### src/common/bus_host_defs.vh
/*
  Constants for the request/response bus host: field widths, the atomic
  operation codes, the command register map and the response timeout.
  Included by bare name; holds definitions only.
*/
`ifndef BUS_HOST_DEFS_VH
`define BUS_HOST_DEFS_VH

`define ADDR_W          32
`define DATA_W          32
`define BEN_W           4
`define AMOOP_W         4

// Command register offsets (word indices on the Avalon-MM slave)
`define REG_ADDR        4'h0
`define REG_WDATA       4'h1
`define REG_CTRL        4'h2
`define REG_STATUS      4'h3
`define REG_RDATA       4'h4
`define REG_OOB         4'h5
`define REG_ADDR_W      4

// Control register fields; a write with GO set in lane 0 launches one transaction when idle
`define CTRL_GO         0
`define CTRL_WRITE      1
`define CTRL_ORIGIN     2
`define CTRL_PRIV       3
`define CTRL_AMO        4
`define CTRL_PORT       5
`define CTRL_BEN_LO     8
`define CTRL_AMOOP_LO   12

// Status register fields
`define STAT_BUSY       0
`define STAT_DONE       1
`define STAT_ERR        2
`define STAT_TIMEOUT    3

// Out-of-band register fields; fence bits are self-clearing
`define OOB_FENCE_D     0
`define OOB_FENCE_I     1
`define OOB_SLEEP       2
`define OOB_DEBUG       3

// Atomic operation codes
`define AMO_SWAP        4'h0
`define AMO_ADD         4'h1
`define AMO_XOR         4'h2
`define AMO_AND         4'h3
`define AMO_OR          4'h4
`define AMO_MINU        4'h6
`define AMO_MAXU        4'h7
`define AMO_MIN         4'hE
`define AMO_MAX         4'hF

// Response wait limit, in microseconds and in 100 MHz cycles
`define RSP_TIMEOUT_US  10
`define CLK_MHZ         100
`define RSP_TIMEOUT_CYC (`RSP_TIMEOUT_US * `CLK_MHZ)

`endif

### src/design/bus_host.v
/*
  Host controller for the request/response bus. Software loads a command
  over Avalon-MM; the host issues it on the fetch or the load/store port,
  collects the answer and reports status. Out-of-band fence, sleep and
  debug indications are driven from a register. Assumes one 100 MHz clock
  shared with the device and a device that answers within the timeout.
*/
// The address map and the Avalon-MM interface to the registers were left to the implementer.
`timescale 1ns/1ps
`default_nettype none
`include "bus_host_defs.vh"

module bus_host #(
  parameter TIMEOUT_CYC = `RSP_TIMEOUT_CYC                  // Response wait limit
) (
  input  wire                 SYS_CLK,          // 100 MHz clock
  input  wire                 RSTN,             // Async reset, active low
  input  wire [3:0]           AVS_ADDRESS,      // Word index of register
  input  wire                 AVS_READ,         // Read request
  input  wire                 AVS_WRITE,        // Write request
  input  wire [31:0]          AVS_WRITEDATA,    // Write data
  input  wire [3:0]           AVS_BYTEENABLE,   // Byte lanes of write
  output reg  [31:0]          AVS_READDATA,     // Read data
  output reg                  AVS_WAITREQUEST,  // Stall
  output reg  [`ADDR_W-1:0]   I_ADDR,           // Fetch port address
  output reg  [`DATA_W-1:0]   I_WDATA,          // Fetch port write data
  output reg  [`BEN_W-1:0]    I_BEN,            // Fetch port byte lanes
  output reg                  I_STB,            // Fetch port strobe
  output reg                  I_RW,             // Fetch port direction
  output reg                  I_ACCESS_ORIGIN,  // Fetch port origin
  output reg                  I_PRIV,           // Fetch port privilege
  output reg                  I_AMO,            // Fetch port atomic flag
  output reg  [`AMOOP_W-1:0]  I_AMOOP,          // Fetch port atomic code
  input  wire [`DATA_W-1:0]   I_RSP_DATA,       // Fetch port read data
  input  wire                 I_RSP_ACK,        // Fetch port acknowledge
  input  wire                 I_RSP_ERR,        // Fetch port error
  output reg  [`ADDR_W-1:0]   D_ADDR,           // Data port address
  output reg  [`DATA_W-1:0]   D_WDATA,          // Data port write data
  output reg  [`BEN_W-1:0]    D_BEN,            // Data port byte lanes
  output reg                  D_STB,            // Data port strobe
  output reg                  D_RW,             // Data port direction
  output reg                  D_ACCESS_ORIGIN,  // Data port origin
  output reg                  D_PRIV,           // Data port privilege
  output reg                  D_AMO,            // Data port atomic flag
  output reg  [`AMOOP_W-1:0]  D_AMOOP,          // Data port atomic code
  input  wire [`DATA_W-1:0]   D_RSP_DATA,       // Data port read data
  input  wire                 D_RSP_ACK,        // Data port acknowledge
  input  wire                 D_RSP_ERR,        // Data port error
  output reg                  FENCE,            // Fence pulse
  output reg                  FENCE_I,          // Instruction fence pulse
  output reg                  SLEEP,            // All upstream asleep
  output reg                  DEBUG             // Upstream in debug mode
);

  reg  [`ADDR_W-1:0] addr_q;
  reg  [`DATA_W-1:0] wdata_q;
  reg  [31:0]        ctrl_q;
  reg  [`DATA_W-1:0] rdata_q;
  reg                done_q;
  reg                err_q;
  reg                tmo_q;
  reg                sleep_q;
  reg                debug_q;
  reg  [15:0]        wait_q;
  reg                launch_q;
  reg                port_q;

  // Port outputs from the two instances; re-registered to drive the pins
  wire [`ADDR_W-1:0]  ia, da;
  wire [`DATA_W-1:0]  iw, dw, ird, drd;
  wire [`BEN_W-1:0]   ib, db;
  wire [`AMOOP_W-1:0] io, dop;
  wire is, ir, ig, ip, im, ibz, idn, ifl;
  wire ds, dr, dg, dp, dm, dbz, ddn, dfl;

  wire busy   = ibz | dbz | launch_q;
  wire acc    = AVS_READ | AVS_WRITE;
  wire wr_hit = AVS_WRITE & ~AVS_WAITREQUEST;
  wire tmo    = (wait_q == TIMEOUT_CYC[15:0]) & (ibz | dbz);
  wire ended  = idn | ddn;

  function [31:0] merge;
    input [31:0] old;
    input [31:0] nw;
    input [3:0]  be;
    integer k;
    begin
      merge = old;
      for (k = 0; k < 4; k = k + 1)
        if (be[k]) merge[8*k +: 8] = nw[8*k +: 8];
    end
  endfunction

  // Each access answers one cycle after it is raised: waitrequest drops then
  always @(posedge SYS_CLK or negedge RSTN) begin
    if (!RSTN) begin
      AVS_WAITREQUEST <= 1'b1;
      AVS_READDATA    <= 32'h00000000;
    end else begin
      AVS_WAITREQUEST <= ~(acc & AVS_WAITREQUEST);
      AVS_READDATA    <= 32'h00000000;
      if (AVS_READ && AVS_WAITREQUEST) begin
        case (AVS_ADDRESS)
          `REG_ADDR:   AVS_READDATA <= addr_q;
          `REG_WDATA:  AVS_READDATA <= wdata_q;
          `REG_CTRL:   AVS_READDATA <= ctrl_q;
          `REG_STATUS: AVS_READDATA <= {28'h0000000, tmo_q, err_q, done_q, busy};
          `REG_RDATA:  AVS_READDATA <= rdata_q;
          `REG_OOB:    AVS_READDATA <= {28'h0000000, debug_q, sleep_q, 2'b00};
          default:     AVS_READDATA <= 32'h00000000;
        endcase
      end
    end
  end

  always @(posedge SYS_CLK or negedge RSTN) begin
    if (!RSTN) begin
      addr_q   <= 32'h00000000;
      wdata_q  <= 32'h00000000;
      ctrl_q   <= 32'h00000F00;
      rdata_q  <= 32'h00000000;
      done_q   <= 1'b0;
      err_q    <= 1'b0;
      tmo_q    <= 1'b0;
      sleep_q  <= 1'b0;
      debug_q  <= 1'b0;
      launch_q <= 1'b0;
      port_q   <= 1'b0;
      wait_q   <= 16'h0000;
      FENCE    <= 1'b0;
      FENCE_I  <= 1'b0;
    end else begin
      launch_q <= 1'b0;
      FENCE    <= 1'b0;
      FENCE_I  <= 1'b0;
      wait_q   <= (ibz | dbz) ? wait_q + 16'h0001 : 16'h0000;
      if (wr_hit) begin
        case (AVS_ADDRESS)
          `REG_ADDR:  addr_q  <= merge(addr_q, AVS_WRITEDATA, AVS_BYTEENABLE);
          `REG_WDATA: wdata_q <= merge(wdata_q, AVS_WRITEDATA, AVS_BYTEENABLE);
          `REG_CTRL: begin
            ctrl_q <= merge(ctrl_q, AVS_WRITEDATA, AVS_BYTEENABLE) & 32'h0000FF3E;
            // A launch while busy is dropped, keeping one transaction outstanding across both ports
            if (AVS_BYTEENABLE[0] && AVS_WRITEDATA[`CTRL_GO] && !busy) begin
              launch_q <= 1'b1;
              port_q   <= AVS_WRITEDATA[`CTRL_PORT];
              done_q   <= 1'b0;
              err_q    <= 1'b0;
              tmo_q    <= 1'b0;
            end
          end
          `REG_OOB: begin
            if (AVS_BYTEENABLE[0]) begin
              FENCE   <= AVS_WRITEDATA[`OOB_FENCE_D];
              FENCE_I <= AVS_WRITEDATA[`OOB_FENCE_I];
              sleep_q <= AVS_WRITEDATA[`OOB_SLEEP];
              debug_q <= AVS_WRITEDATA[`OOB_DEBUG];
            end
          end
          default: ;
        endcase
      end
      if (ended) begin
        done_q  <= 1'b1;
        err_q   <= ifl | dfl;
        rdata_q <= idn ? ird : drd;
      end else if (tmo) begin
        tmo_q  <= 1'b1;
        done_q <= 1'b1;
        err_q  <= 1'b1;
      end
    end
  end

  // Re-register the bundles so every bus signal leaves from a flip-flop
  always @(posedge SYS_CLK or negedge RSTN) begin
    if (!RSTN) begin
      I_ADDR <= 32'h00000000; I_WDATA <= 32'h00000000; I_BEN <= 4'h0;
      I_STB <= 1'b0; I_RW <= 1'b0; I_ACCESS_ORIGIN <= 1'b0; I_PRIV <= 1'b0;
      I_AMO <= 1'b0; I_AMOOP <= 4'h0;
      D_ADDR <= 32'h00000000; D_WDATA <= 32'h00000000; D_BEN <= 4'h0;
      D_STB <= 1'b0; D_RW <= 1'b0; D_ACCESS_ORIGIN <= 1'b0; D_PRIV <= 1'b0;
      D_AMO <= 1'b0; D_AMOOP <= 4'h0;
      SLEEP <= 1'b0; DEBUG <= 1'b0;
    end else begin
      I_ADDR <= ia; I_WDATA <= iw; I_BEN <= ib; I_STB <= is; I_RW <= ir;
      I_ACCESS_ORIGIN <= ig; I_PRIV <= ip; I_AMO <= im; I_AMOOP <= io;
      D_ADDR <= da; D_WDATA <= dw; D_BEN <= db; D_STB <= ds; D_RW <= dr;
      D_ACCESS_ORIGIN <= dg; D_PRIV <= dp; D_AMO <= dm; D_AMOOP <= dop;
      SLEEP <= sleep_q;
      DEBUG <= debug_q;
    end
  end

  // The pin stage delays the strobe one cycle; the port's own guard covers only its strobe cycle,
  // so i_pend_q and d_pend_q mask any response in the pin strobe cycle.
  reg i_pend_q, d_pend_q;
  always @(posedge SYS_CLK or negedge RSTN) begin
    if (!RSTN) begin
      i_pend_q <= 1'b0;
      d_pend_q <= 1'b0;
    end else begin
      i_pend_q <= is;
      d_pend_q <= ds;
    end
  end

  req_port u_iport (
    .clk(SYS_CLK), .rst_n(RSTN),
    .start(launch_q & ~port_q),
    .addr_in(addr_q), .wdata_in(wdata_q), .ben_in(ctrl_q[`CTRL_BEN_LO +: 4]),
    .write_in(ctrl_q[`CTRL_WRITE]), .origin_in(ctrl_q[`CTRL_ORIGIN]),
    .priv_in(ctrl_q[`CTRL_PRIV]), .amo_in(ctrl_q[`CTRL_AMO]),
    .amoop_in(ctrl_q[`CTRL_AMOOP_LO +: 4]), .abort(tmo),
    .rsp_data(I_RSP_DATA), .rsp_ack(I_RSP_ACK & ~i_pend_q),
    .rsp_err(I_RSP_ERR & ~i_pend_q),
    .addr_q(ia), .wdata_q(iw), .ben_q(ib), .stb_q(is), .rw_q(ir),
    .origin_q(ig), .priv_q(ip), .amo_q(im), .amoop_q(io), .busy_q(ibz),
    .done(idn), .failed(ifl), .rdata(ird)
  );

  req_port u_dport (
    .clk(SYS_CLK), .rst_n(RSTN),
    .start(launch_q & port_q),
    .addr_in(addr_q), .wdata_in(wdata_q), .ben_in(ctrl_q[`CTRL_BEN_LO +: 4]),
    .write_in(ctrl_q[`CTRL_WRITE]), .origin_in(ctrl_q[`CTRL_ORIGIN]),
    .priv_in(ctrl_q[`CTRL_PRIV]), .amo_in(ctrl_q[`CTRL_AMO]),
    .amoop_in(ctrl_q[`CTRL_AMOOP_LO +: 4]), .abort(tmo),
    .rsp_data(D_RSP_DATA), .rsp_ack(D_RSP_ACK & ~d_pend_q),
    .rsp_err(D_RSP_ERR & ~d_pend_q),
    .addr_q(da), .wdata_q(dw), .ben_q(db), .stb_q(ds), .rw_q(dr),
    .origin_q(dg), .priv_q(dp), .amo_q(dm), .amoop_q(dop), .busy_q(dbz),
    .done(ddn), .failed(dfl), .rdata(drd)
  );

endmodule // bus_host

`default_nettype wire

### src/design/req_port.v
/*
  One request port of the host: registers the request bundle, launches a
  one-cycle strobe, holds the fields until ack or err, and reports the end.
  Assumes the response arrives on the same clock, registered by the device.
*/
`timescale 1ns/1ps
`default_nettype none
`include "bus_host_defs.vh"

module req_port (
  input  wire                  clk,        // System clock
  input  wire                  rst_n,      // Async reset, active low
  input  wire                  start,      // Launch one transaction
  input  wire [`ADDR_W-1:0]    addr_in,    // Address for launch
  input  wire [`DATA_W-1:0]    wdata_in,   // Write data or atomic operand
  input  wire [`BEN_W-1:0]     ben_in,     // Byte lanes
  input  wire                  write_in,   // Direction
  input  wire                  origin_in,  // Fetch or load/store
  input  wire                  priv_in,    // Machine mode
  input  wire                  amo_in,     // Atomic
  input  wire [`AMOOP_W-1:0]   amoop_in,   // Atomic code
  input  wire                  abort,      // Timeout: drop the transaction
  input  wire [`DATA_W-1:0]    rsp_data,   // Read data from device
  input  wire                  rsp_ack,    // Success pulse
  input  wire                  rsp_err,    // Failure pulse
  output reg  [`ADDR_W-1:0]    addr_q,     // Request address
  output reg  [`DATA_W-1:0]    wdata_q,    // Request write data
  output reg  [`BEN_W-1:0]     ben_q,      // Request byte lanes
  output reg                   stb_q,      // Strobe
  output reg                   rw_q,       // Direction
  output reg                   origin_q,   // Access origin
  output reg                   priv_q,     // Privilege
  output reg                   amo_q,      // Atomic flag
  output reg  [`AMOOP_W-1:0]   amoop_q,    // Atomic code
  output reg                   busy_q,     // Transaction outstanding
  output wire                  done,       // Ended this cycle
  output wire                  failed,     // Ended by err
  output wire [`DATA_W-1:0]    rdata       // Read data at ack
);

  // Ignore a response in the strobe cycle itself: the earliest legal one is
  // the cycle after it, and no response may belong to a prior transaction.
  wire rsp_ok = busy_q & ~stb_q;

  assign done   = rsp_ok & (rsp_ack | rsp_err);
  assign failed = rsp_ok & rsp_err;
  assign rdata  = rsp_data;

  always @(posedge clk or negedge rst_n) begin
    if (!rst_n) begin
      addr_q   <= {`ADDR_W{1'b0}};
      wdata_q  <= {`DATA_W{1'b0}};
      ben_q    <= {`BEN_W{1'b0}};
      stb_q    <= 1'b0;
      rw_q     <= 1'b0;
      origin_q <= 1'b0;
      priv_q   <= 1'b0;
      amo_q    <= 1'b0;
      amoop_q  <= {`AMOOP_W{1'b0}};
      busy_q   <= 1'b0;
    end else begin
      stb_q <= 1'b0;
      if (start && !busy_q) begin
        stb_q    <= 1'b1;
        busy_q   <= 1'b1;
        addr_q   <= addr_in;
        ben_q    <= ben_in;
        rw_q     <= write_in & ~amo_in;
        origin_q <= origin_in;
        priv_q   <= priv_in;
        amo_q    <= amo_in;
        amoop_q  <= amoop_in;
        wdata_q  <= (write_in | amo_in) ? wdata_in : {`DATA_W{1'b0}};
      end else if (done || abort) begin
        busy_q <= 1'b0;
      end
    end
  end

endmodule // req_port

`default_nettype wire

### config.mk
export PLATFORM = sky130hd
export DESIGN_NAME = bus_host
export DESIGN_NICKNAME = d
export VERILOG_FILES = /design/src/design/bus_host.v /design/src/design/req_port.v
export VERILOG_INCLUDE_DIRS = /design/src /design/src/common
export SDC_FILE = /design/constraint.sdc
export NUM_CORES = 1
export LEC_CHECK = 0
export BUFFER_PORTS_ARGS = -buffer_cell sky130_fd_sc_hd__buf_4
export CORE_MARGIN = 4
export CORE_UTILIZATION = 50
export DETAILED_ROUTE_END_ITERATION = 10
export GPL_ROUTABILITY_DRIVEN = 1
export PLACE_DENSITY_LB_ADDON = 0.08
export SLEW_MARGIN = 20
export SYNTH_ARGS = -nofsm -noshare
export SYNTH_HDL_FRONTEND = slang
export SYNTH_HIERARCHICAL = 1
export SYNTH_SLANG_ARGS = --single-unit
### constraint.sdc
create_clock -name SYS_CLK -period 1.6 [get_ports SYS_CLK]
set_input_delay 0.16 -clock SYS_CLK [delete_from_list [all_inputs] [get_ports SYS_CLK]]
set_output_delay 0.16 -clock SYS_CLK [all_outputs]
set_load 0.05 [all_outputs]
# Word-level counts from Yosys, hierarchy flattened
# Cells that the tools add are included.
[totals] input_bits=112 mem_bits_ro=0 ff_bits=479 mem_bits_rw=0 memories=0 latch_bits=0 output_inout_bits=191 wordCells=162
[classes] add_sub_neg=1 shifts=0 n_div=0 n_mul=0 eq_ne=6 muxes=31 reduce_logical=29 bitwise_logic=32 order_cmp=0
[ops] cell="case mux 32 bit (6 select lines)" n=1
[ops] cell="two-way mux 32 bit" n=3
[ops] cell="AND reduction 3 bit" n=13
[ops] cell="two-way mux 1 bit" n=26
[ops] cell="adder 16 x 1 -> 16 bit, second input constant" n=1
[ops] cell="AND 1 bit" n=16
[ops] cell="== test 16 x 10 -> 1 bit, second input constant" n=1
[ops] cell="two-way mux 16 bit" n=1
[ops] cell="nonzero test 3 bit" n=3
[ops] cell="== test 4 x 2 -> 1 bit, second input constant" n=2
[ops] cell="== test 4 x 3 -> 1 bit, second input constant" n=2
[ops] cell="NOT 1 bit" n=8
[ops] cell="OR 1 bit" n=8
[ops] cell="logical AND 1 bit" n=5
[ops] cell="== test 4 x 1 -> 1 bit, second input constant" n=1
[ops] cell="logical NOT 4 bit" n=1
[ops] cell="nonzero test 2 bit" n=2
[ops] cell="logical NOT 1 bit" n=3
[ops] cell="logical OR 1 bit" n=2

# Longest topological paths before layout
# Gate-level depths: netlist of run 1.
[depth] word_depth=9 depth_mapped=7 mapped_depth_nobuf=7

# Modules after synthesis
# Netlist of run 1, hierarchy kept.
[modules_own_cells] module="bus_host" seq_area_each_um2=8089.0 cells_per_inst=734 area_per_inst_um2=11148.2 instances=1
[modules_own_cells] module="req_port" seq_area_each_um2=1951.9 cells_per_inst=273 area_per_inst_um2=3472.1 instances=2

# Worst setup path before layout of run 1
# OpenSTA, ideal clock, no wires.
[synth_timing] kind="reg2reg" startpoint="register d_pend_q" endpoint="register rdata_q[2]" setup_ns=0.135 setup_slack_ns=-0.370 n_path_buf=2 synth_period_minus_slack_ns=1.970 stages_incl_launch_ff=8 t_arrival_ns=1.835 required_ns=1.465 path_cell_list="dfrtp_1 nor2b_1 nor2_1 nor3b_1 clkbuf_1 buf_2 mux2i_1 o21ai_0"
[synth_between] elab_chain_len=5 word_cells_on_any_way=6 classes_between="bitwise (6)"
[synth_lines] item="start, declared" line="bus_host.v:197" text="reg i_pend_q, d_pend_q;"
[synth_lines] item="start signal, assigned" line="bus_host.v:204" text="d_pend_q <= ds;"
[synth_lines] item="NOT 1 bit (*)" line="bus_host.v:229, bus_host.v:230"
[synth_lines] item="AND 1 bit, on equally long branches" line="bus_host.v:229, bus_host.v:230"
[synth_lines] item="OR 1 bit (*)" line="req_port.v:45" text="assign done = rsp_ok & (rsp_ack | rsp_err);"
[synth_lines] item="AND 1 bit (*)" line="req_port.v:45"
[synth_lines] item="net ddn" line="bus_host.v:74" text="wire ds, dr, dg, dp, dm, dbz, ddn, dfl;"
[synth_lines] item="OR 1 bit (*)" line="bus_host.v:80" text="wire ended = idn | ddn;"
[synth_lines] item="end signal, assigned" line="bus_host.v:166" text="rdata_q <= idn ? ird : drd;"
[synth_lines] item="end, declared" line="bus_host.v:58" text="reg [`DATA_W-1:0] rdata_q;"
# Mark *: on every way through the listed nets, which the timed path passes. The rest lies on a longest branch.
# A chain may end at the register's enable or synchronous reset.

# Worst setup path after layout of run 1
[layout_timing] startpoint="register d_pend_q" endpoint="register rdata_q[10]"
# Same word-level chain as after synthesis.

==> impl_metrics.yaml, run 1 <==
floorplan:
  dieArea_um2: 39300
  die_h_um: 198
  start_util: 0.507
  die_w_um: 198
  coreArea_um2: 35700
  ioPinCount: 303
  rows: 69
routing:
  drc: 0
  avgViaCountPerCell: 5.16
  dr.pass1.iters: 6
  finalWirelength_mm: 45.9
  via_count: 11300
  drtIter0Drc: 670
  routedWlPerCell_um: 20.9
  ant_nets: 0
timing:
  period_share: 1.01
  setup_violations: 3
  rsz0062_at_grt: "true"
  maxSlewViolCount: 0
  layout_min_cycle_time_ps: 1620
  tns_ps: -21.8
  fin_ws_ps: -18.1
  clock_skew_ps: 10.4
  worst_slew_pin_slew_ps: 624
  holdWs_ps: 36.5
  max_slew_margin: 0.584
  fmax_ghz: 0.618
  hold_viol: 0
logic_synthesis:
  synth.cell_area_um2: 18100
  syn_nets: 1394
  postSynthCellCount: 1280
  yosysUniqueCellTypes: 49
  ys.flop_type: "dfrtp_1"
  ys_top_cells_by_area: "dfrtp_1 66%, mux2_2 9.5%, mux2i_1 5.3%"
  syn_avg_cell_area_um2: 14.1
  yosys.area.top_type: "dfrtp_1"
  synth-seq-cells: 479
  synth_seq_area_share: 0.663
  synth.top_cell.area_share: 0.656
  yosys_warnings: 6
  synthArstFlopShare: 1.00
  synth_edf_count: 0
power:
  ir_drop_uv: 687
  powerDensity_nw_per_um2: 1120
  p_leak_nw: 11.6
worst_setup_path:
  crit_family: "flip-flops"
  path_max_fanout: 10
  worstSetupPathDepth: 7
  start_kind: "flop"
  reg2reg_slack_ps: -20
  critPathSlowestCell: "dfrtp_2"
  startpoint: "d_pend_q"
  max_stage_delay_ps: 440
  required_ps: 2030
  worstPathCellList: "nor2b_4 > nor2_2 > nor3b_2 > buf_6 > buf_12 > mux2i_1 > o21ai_0"
  crit_buf_inv: 2
  r2r-start: "d_pend_q"
  worstPathArrival_ps: 2050
  rr_endpoint: "rdata_q[10]"
  worst-r2r-cell-count: 7
  end_kind: "flop"
  crit_type: "reg2reg"
place:
  portBuffers: 302
  pre_cts_slack_ps: -6.33
  dp_cells: 1996
  hpwl_mm: 31.2
  place_congestion: 0.808
clock_tree:
  clk_pin_slew_ps: 60
  cts_max_level: 2
  cts-buffers-inserted: 48
  cts_tree: "done"
  cts_root_buf: "clkbuf_16"
  clock_sinks: 479
  worstSkewPairLatency_ps: 550
  cts_max_path_buffers: 3
cells_and_area:
  drive_gt1_frac: 0.394
  finalCoreUtilization: 0.672
  nets: 1809
  diodes: 0
  n_fill_cell: 2590
  final_cells: 2193
  area_delta_synth_final_pct: 32.4
worst_hold_path:
  hold_class: "in2reg"
  min_to: "port_q"
  hold_depth: 3
  hp-start: "AVS_BYTEENABLE[0]"
grt:
  overflow: 0
  grtUsageTotal: 0.231
  grt_antenna_before_repair: 0
  grt_first_pass_wirelength_mm: 70.5
  grt_pass1_vias: 12200
  grt_max_degree: 70
run:
  drv_cap: 0
outcome:
  violations: "setup timing"
  status: "finished, violations left"
-- logic make-up (layout without fill, tap and decap cells) --
kind of cell               after synthesis  after routing  synth area share
AOI/OAI and AO/OA                      168            168            0.0569
DFF                                    479            479             0.663
xor gates and xnor gates                11             11           0.00532
and+or+nand+nor                        153            153            0.0454
adders and majority gates                2              2           0.00138
muxes                                  265            265             0.162
buffers and inverters                  202            654            0.0665
-- worst max-delay path by stage --
stage,endpoint,slack [ps]
2_1_floorplan,rdata_q[10],-30
3_3_place_gp,AVS_READDATA[16],60
3_5_place_dp,rdata_q[25],-6
4_1_cts,rdata_q[25],3
5_1_grt,rdata_q[3],-80
6_report,rdata_q[10],-20
-- worst min-delay path: cells and delay by family --
kind | cells | cell delay, ps
buffers and inverters | 1 | 130
multiplexers | 1 | 150
AND/OR/NAND/NOR | 1 | 100
-- cells in the final DEF (no fill, tap or decap), types with 9 or more instances in the layout --
master / count
dfrtp_1: 469
buf_4: 360
mux2_2: 152
dlygate4sd3_1: 100
mux2i_1: 96
o21ai_0: 86
inv_1: 70
clkbuf_16: 52
nand2_1: 47
nor2_1: 33
buf_12: 28
a22oi_1: 24
a222oi_1: 20
mux2_4: 17
a21oi_1: 13
o21ai_1: 13
clkbuf_8: 13
nand3_1: 9
clkinv_2: 9
clkbuf_1: 9
-- what timing repair did --
item                                    4_1_cts  5_1_grt
setup buffers                                 0        7
endpoints found under the hold margin       462        0
hold buffers                                100        0
endpoints found under the setup margin        3      133
resized for setup                             1       30
cloned                                        0        3
pin swaps                                     0        5
-- per-layer routing --
metal / vias up / track usage / part of all wire
met1: 5729 / 0.329 / 0.44
li1: 5187 / - / -
met5: - / 0 / 0
met2: 323 / 0.371 / 0.47
met3: 84 / 0.0454 / 0.059
met4: 0 / 0.0597 / 0.024
-- Yosys cell counts, types with 3 or more instances --
master    instances
xor2_1            6
inv_1            70
nor3_1            4
xnor2_1           5
a222oi_1         20
nand3_1          10
nor2b_1          10
buf_6            12
nor3b_1           5
a31oi_1           4
nor2_2            3
mux2_2          153
buf_2            13
dfrtp_1         474
nand2_1          48
and2_1            5
o21ai_0          99
nor2_1           34
a21oi_1          13
nand4_1           5
and3_1            9
mux2_4           16
a22oi_1          24
buf_8             6
mux2i_1          96
clkbuf_1         29
buf_4            72
dfstp_2           5
-- where the power goes --
part           leakage [nW]  internal (mW)  switching (mW)  total (mW)
sequential             6.60           12.6           0.508        13.1
combinational          4.15          0.954           0.957        1.91
clock                 0.832           7.17            4.55        11.7
-- metrics by stage --
stage | power (mW) | instance area, um2
floorplan | 14.0 | 18200
global placement | 14.9 | 21100
detailed placement | 15.0 | 21100
CTS | 27.0 | 23700
global route | 27.8 | 24000
finish | 26.7 | 24000
-- area by class of cell --
cell class | instances | area, um2 | area share
flip-flops and latches | 479 | 12000 | 0.501
multi-input cells | 599 | 5030 | 0.210
repair buffers | 497 | 4410 | 0.184
clock buffers | 71 | 1440 | 0.0601
well taps | 461 | 577 | 0.0241
inverters | 70 | 263 | 0.0110
clock inverters | 16 | 234 | 0.00977
(Power assumes the default switching activity.)
==> run 2: changes to the inputs <==
ABC_AREA = 1   (was unset)
==> impl_metrics.yaml, run 2 <==
outcome:
  status: "finished, final reports clean"
logic_synthesis:
  synth-seq-cells: 479
  synth.top_cell.area_share: 0.642
  syn_avg_cell_area_um2: 9.93
  yosysMostFrequentCell: "nand2_1"
  synth-simple-area-share: 0.199
  yosys.area.top_type: "dfrtp_1"
  yosys_warnings: 6
  postSynthCellCount: 1862
  synth_common_cells: "620 x nand2_1, 474 x dfrtp_1, 154 x inv_1, 121 x nand3_1, 92 x nor2_1"
  synthArstFlopShare: 1.00
  synth.cell_area_um2: 18500
  synth_mux_area_frac: 0
  syn_nets: 1976
  ys.flop_type: "dfrtp_1"
  synth_fa_ha_area_frac: 0.00135
  ys_top_cells_by_area: "dfrtp_1 64%, nand2_1 13%, nand3_1 3.3%"
  synth_edf_count: 0
  yosysUniqueCellTypes: 39
  synthXorXnorAreaFrac: 0.000948
  synth_top_family_by_area: "simple AND/OR/NAND/NOR gates"
  synth_compound_area_frac: 0.0615
  synth_seq_area_share: 0.649
clock_tree:
  worstSkewPairLatency_ps: 560
  cts_max_level: 2
  cts_root_buf: "clkbuf_16"
  clock_sinks: 479
  cts_tree: "done"
  cts-buffers-inserted: 48
  clk_pin_slew_ps: 60
  cts_max_path_buffers: 3
routing:
  finalWirelength_mm: 51.3
  drc: 0
  avgViaCountPerCell: 5.04
  drtIter0Drc: 1176
  via_count: 13900
  routedWlPerCell_um: 18.6
  ant_nets: 0
  dr.pass1.iters: 5
grt:
  grt_max_degree: 80
  grt_pass1_vias: 14000
  grtUsageTotal: 0.252
  grt_antenna_before_repair: 0
  grt_first_pass_wirelength_mm: 80.4
  overflow: 0
timing:
  max_slew_margin: 0.678
  setup_violations: 0
  layout_min_cycle_time_ps: 1540
  fin_ws_ps: 63.2
  period_share: 0.960
  holdWs_ps: 28.5
  tns_ps: 0
  worst_slew_pin_slew_ps: 482
  hold_viol: 0
  clock_skew_ps: 16.7
  fmax_ghz: 0.651
  maxSlewViolCount: 0
worst_setup_path:
  worstPathArrival_ps: 1960
  worstPathCellList: "inv_2 > nor2_1 > nand2_2 > clkinv_4 > nor2_4 > inv_4 > buf_12 > o211ai_1 > o21ai_0"
  worst-r2r-cell-count: 9
  max_stage_delay_ps: 410
  path_max_fanout: 26
  reg2reg_slack_ps: 60
  crit_type: "reg2reg"
  crit_family: "buffers and inverters"
  end_kind: "flop"
  required_ps: 2020
  start_kind: "flop"
  crit_buf_inv: 4
  rr_endpoint: "rdata_q[3]"
  critPathSlowestCell: "dfrtp_1"
  r2r-start: "u_iport/busy_q"
worst_hold_path:
  hp-start: "AVS_BYTEENABLE[2]"
  hold_class: "in2reg"
  hold_depth: 3
  min_to: "wdata_q[22]"
power:
  seq_power_share: 0.482
  p_sw_mw: 7.59
  internal-power_mw: 21.3
  p_leak_nw: 13.0
  total_power_mw: 28.9
  powerDensity_nw_per_um2: 1200
  ir_drop_uv: 757
  swShare: 0.263
  pwr-share-comb: 0.122
  clock_power_share: 0.396
floorplan:
  coreArea_um2: 36500
  start_util: 0.506
  die_w_um: 200
  ioPinCount: 303
  die_h_um: 200
  rows: 70
  dieArea_um2: 40100
place:
  place_area_um2: 21200
  place_congestion: 0.853
  dp_cells: 2562
  portBuffers: 302
  pre_cts_slack_ps: 73.6
  hpwl_mm: 35.1
cells_and_area:
  final_cells: 2761
  mostFrequentLayoutCell: "nand2_1"
  area_delta_synth_final_pct: 29.8
  diodes: 0
  final_cell_mix: "619 x nand2_1, 471 x dfrtp_1, 353 x buf_4"
  drive_gt1_frac: 0.241
  nets: 2368
  design_area_um2: 24000
  n_fill_cell: 2832
  finalCoreUtilization: 0.657
run:
  drv_cap: 0
run 2: changes by cell type after synthesis, sizes merged, moves of 67 or more:
cell   delta
inv      +93
nand2   +593
mux2i    -96
mux2    -169
nor2     +67
nand3   +113
run 2: cells by family (layout without fill, tap and decap cells):
logic type / count (synthesis) / count (layout)
AND/OR/NAND/NOR: 883 / 883
AO/OA/AOI/OAI: 190 / 190
buffers and inverters: 306 / 737
adder cells (fa/ha/maj): 2 / 2
flip-flops: 479 / 479
XOR/XNOR: 2 / 2
run 2: what timing repair did:
action	CTS	global route
resized for setup	0	13
endpoints found under the hold margin	367	0
setup buffers	0	7
endpoints found under the setup margin	0	47
hold buffers	99	0
run 2: area by class of cell:
| cell class | count | area [um2] | area share |
|---|---|---|---|
| Sequential cell | 479 | 12000 | 0.500 |
| Inverter | 167 | 647 | 0.0270 |
| Clock inverter | 14 | 219 | 0.00913 |
| Clock buffer | 75 | 1410 | 0.0589 |
| Multi-Input combinational cell | 1077 | 4900 | 0.204 |
| Tap cell | 468 | 586 | 0.0244 |
| Timing Repair Buffer | 481 | 4240 | 0.177 |
run 2: worst min-delay path, stage by stage:
cell	delay [ps]
buf_4	120
nand3_4	200
o21ai_2	60
run 2: metal layers:
layer	GRT usage	part of all wire	wire length [um]
met1	0.379	0.46	23500
met2	0.395	0.46	23800
met3	0.0395	0.061	3120
met4	0.0531	0.018	911
met5	0	0	0
run 2: worst max path at each step:
stage | start | end | slack, ps | cells after the start
finish | u_iport/busy_q | rdata_q[3] | 60 | 9
global route | u_iport/busy_q | rdata_q[5] | -10 | 9
detailed placement | AVS_WAITREQUEST | addr_q[24] | 70 | 6
CTS | AVS_WAITREQUEST | addr_q[24] | 40 | 6
floorplan | i_pend_q | rdata_q[10] | 20 | 9
global placement | AVS_WAITREQUEST | addr_q[29] | 120 | 6
run 2: power by group through the flow:
stage	Clock (mW)	Combinational, mW	Sequential, mW
6_report	11.5	3.51	13.9
5_1_grt	12.2	3.89	14.0
4_1_cts	11.7	3.40	13.9
3_5_place_dp	0	3.18	14.1
3_3_place_gp	0	3.12	14.1
2_1_floorplan	0	1.51	14.2
==> run 3: changes to the inputs <==
CORE_MARGIN = 2   (was 4)
SYNTH_HIERARCHICAL = unset   (was 1)
==> impl_metrics.yaml, run 3 <==
outcome:
  status: "finished, final reports clean"
timing:
  period_share: 0.949
  setup_violations: 0
  maxSlewViolCount: 0
  hold_viol: 0
  fmax_ghz: 0.659
  max_slew_margin: 0.609
  clock_skew_ps: 15.6
  worst_slew_pin_slew_ps: 587
  holdWs_ps: 13.0
  layout_min_cycle_time_ps: 1520
logic_synthesis:
  syn_nets: 1810
  synth.top_cell.area_share: 0.685
  synth_seq_area_share: 0.693
  yosys_warnings: 0
  synth-seq-cells: 479
  yosysUniqueCellTypes: 36
  synthArstFlopShare: 1.00
  ys.flop_type: "dfrtp_1"
  synth_common_cells: "474 x dfrtp_1, 445 x nand2_1, 166 x nor2_1, 147 x o21ai_0, 141 x inv_1"
  synth_edf_count: 0
  postSynthCellCount: 1696
  syn_avg_cell_area_um2: 10.2
  synth.cell_area_um2: 17300
  ys_top_cells_by_area: "dfrtp_1 69%, nand2_1 9.7%, o21ai_0 4.3%"
  yosys.area.top_type: "dfrtp_1"
  yosysMostFrequentCell: "dfrtp_1"
routing:
  routedWlPerCell_um: 18.6
  finalWirelength_mm: 48.8
  dr.pass1.iters: 6
  drc: 0
  drtIter0Drc: 1093
  via_count: 13400
  avgViaCountPerCell: 5.09
  ant_nets: 0
power:
  powerDensity_nw_per_um2: 1280
  p_leak_nw: 12.1
  total_power_mw: 29.6
  ir_drop_uv: 756
cells_and_area:
  drive_gt1_frac: 0.224
  area_delta_synth_final_pct: 33.6
  n_fill_cell: 2657
  multi_input_area_um2: 4440
  final_cell_mix: "474 x dfrtp_1, 444 x nand2_1, 345 x buf_4"
  register_area_um2: 12000
  nets: 2249
  mostFrequentLayoutCell: "dfrtp_1"
clock_tree:
  clock_sinks: 479
  clk_pin_slew_ps: 60
  cts_root_buf: "clkbuf_16"
  worstSkewPairLatency_ps: 560
  cts_max_path_buffers: 3
  cts-buffers-inserted: 47
  cts_max_level: 2
  cts_tree: "done"
grt:
  grt_pass1_vias: 13600
  overflow: 0
  grt_first_pass_wirelength_mm: 76.1
  grt_max_degree: 86
  grtUsageTotal: 0.277
  grt_antenna_before_repair: 1
place:
  place_congestion: 0.831
  portBuffers: 302
  hpwl_mm: 32.9
floorplan:
  rows: 68
  start_util: 0.505
  dieArea_um2: 36100
  coreArea_um2: 34300
  ioPinCount: 303
  die_h_um: 190
  die_w_um: 190
worst_hold_path:
  hold_class: "in2reg"
worst_setup_path:
  crit_type: "reg2reg"
  path_max_fanout: 16
  start_kind: "flop"
  end_kind: "flop"
  worstPathArrival_ps: 1920
  required_ps: 2000
run:
  drv_cap: 0
-- run 3: repair_timing --
action,in CTS,in global routing
endpoints found under the hold margin,452,0
setup buffers,0,1
endpoints found under the setup margin,0,21
hold buffers,99,0
gates resized for setup,0,9
-- run 3: cell families after synthesis --
logic type / count (synthesis) / synth area share
AND/OR/NAND/NOR: 692 / 0.163
flip-flops: 479 / 0.693
AO/OA/AOI/OAI: 296 / 0.0896
buffers and inverters: 225 / 0.0526
XOR/XNOR: 2 / 0.00101
adder cells (fa/ha/maj): 2 / 0.00145
-- run 3: layout make-up --
| cell class | instances | share of cell area |
|---|---|---|
| Antenna cell | 1 | 0.000108 |
| Clock buffer | 68 | 0.0609 |
| Clock inverter | 16 | 0.00806 |
| Inverter | 150 | 0.0247 |
| Multi-Input combinational cell | 992 | 0.192 |
| Sequential cell | 479 | 0.518 |
| Tap cell | 455 | 0.0246 |
| Timing Repair Buffer | 465 | 0.171 |
-- run 3: metrics by stage --
step / util / TNS [ps] / instances / instance area (um2) / worst slack, ps
after CTS: 0.674 / 0 / 2624 / 23100 / 47.0
after floorplan: - / 0 / 1696 / 17300 / 35.2
final: 0.675 / 0 / 2626 / 23100 / 81.6
after global routing: 0.675 / -15.5 / 2626 / 23100 / -8.99
after global placement: 0.598 / 0 / 2441 / 20500 / 61.7
after detailed placement: 0.598 / 0 / 2441 / 20500 / 49.2
-- run 3: power by group --
group,internal (mW),switching [mW]
Sequential,13.3,0.642
Combinational,1.46,2.84
Clock,6.74,4.55
Total,21.5,8.03
-- run 3: worst paths after layout --
kind	startpoint	end	slack, ps	cells after the start
worst max-delay path	AVS_WAITREQUEST	addr_q[0]	80	4
worst min-delay path	I_RSP_ERR	err_q	10	5
worst max register to register	AVS_WAITREQUEST	addr_q[0]	80	4
worst min register to register	u_dport.amoop_q[0]	D_AMOOP[0]	370	0
max in group asynchronous	RSTN	addr_q[12]	760	4
min in group asynchronous	RSTN	D_ADDR[7]	80	2
-- run 3: routing by layer --
layer	vias up	GRT usage	wire length, um
met5	-	0	0
met4	0	0.0871	1320
met3	86	0.0520	3540
met2	511	0.438	22700
met1	6534	0.391	21200
li1	6234	-	-
-- run 3: critical path: stages, from the launching register on --
cell	delay, ps
dfstp_2	380
inv_1	60
nand3_1	190
nor2_2	540
o21ai_0	170
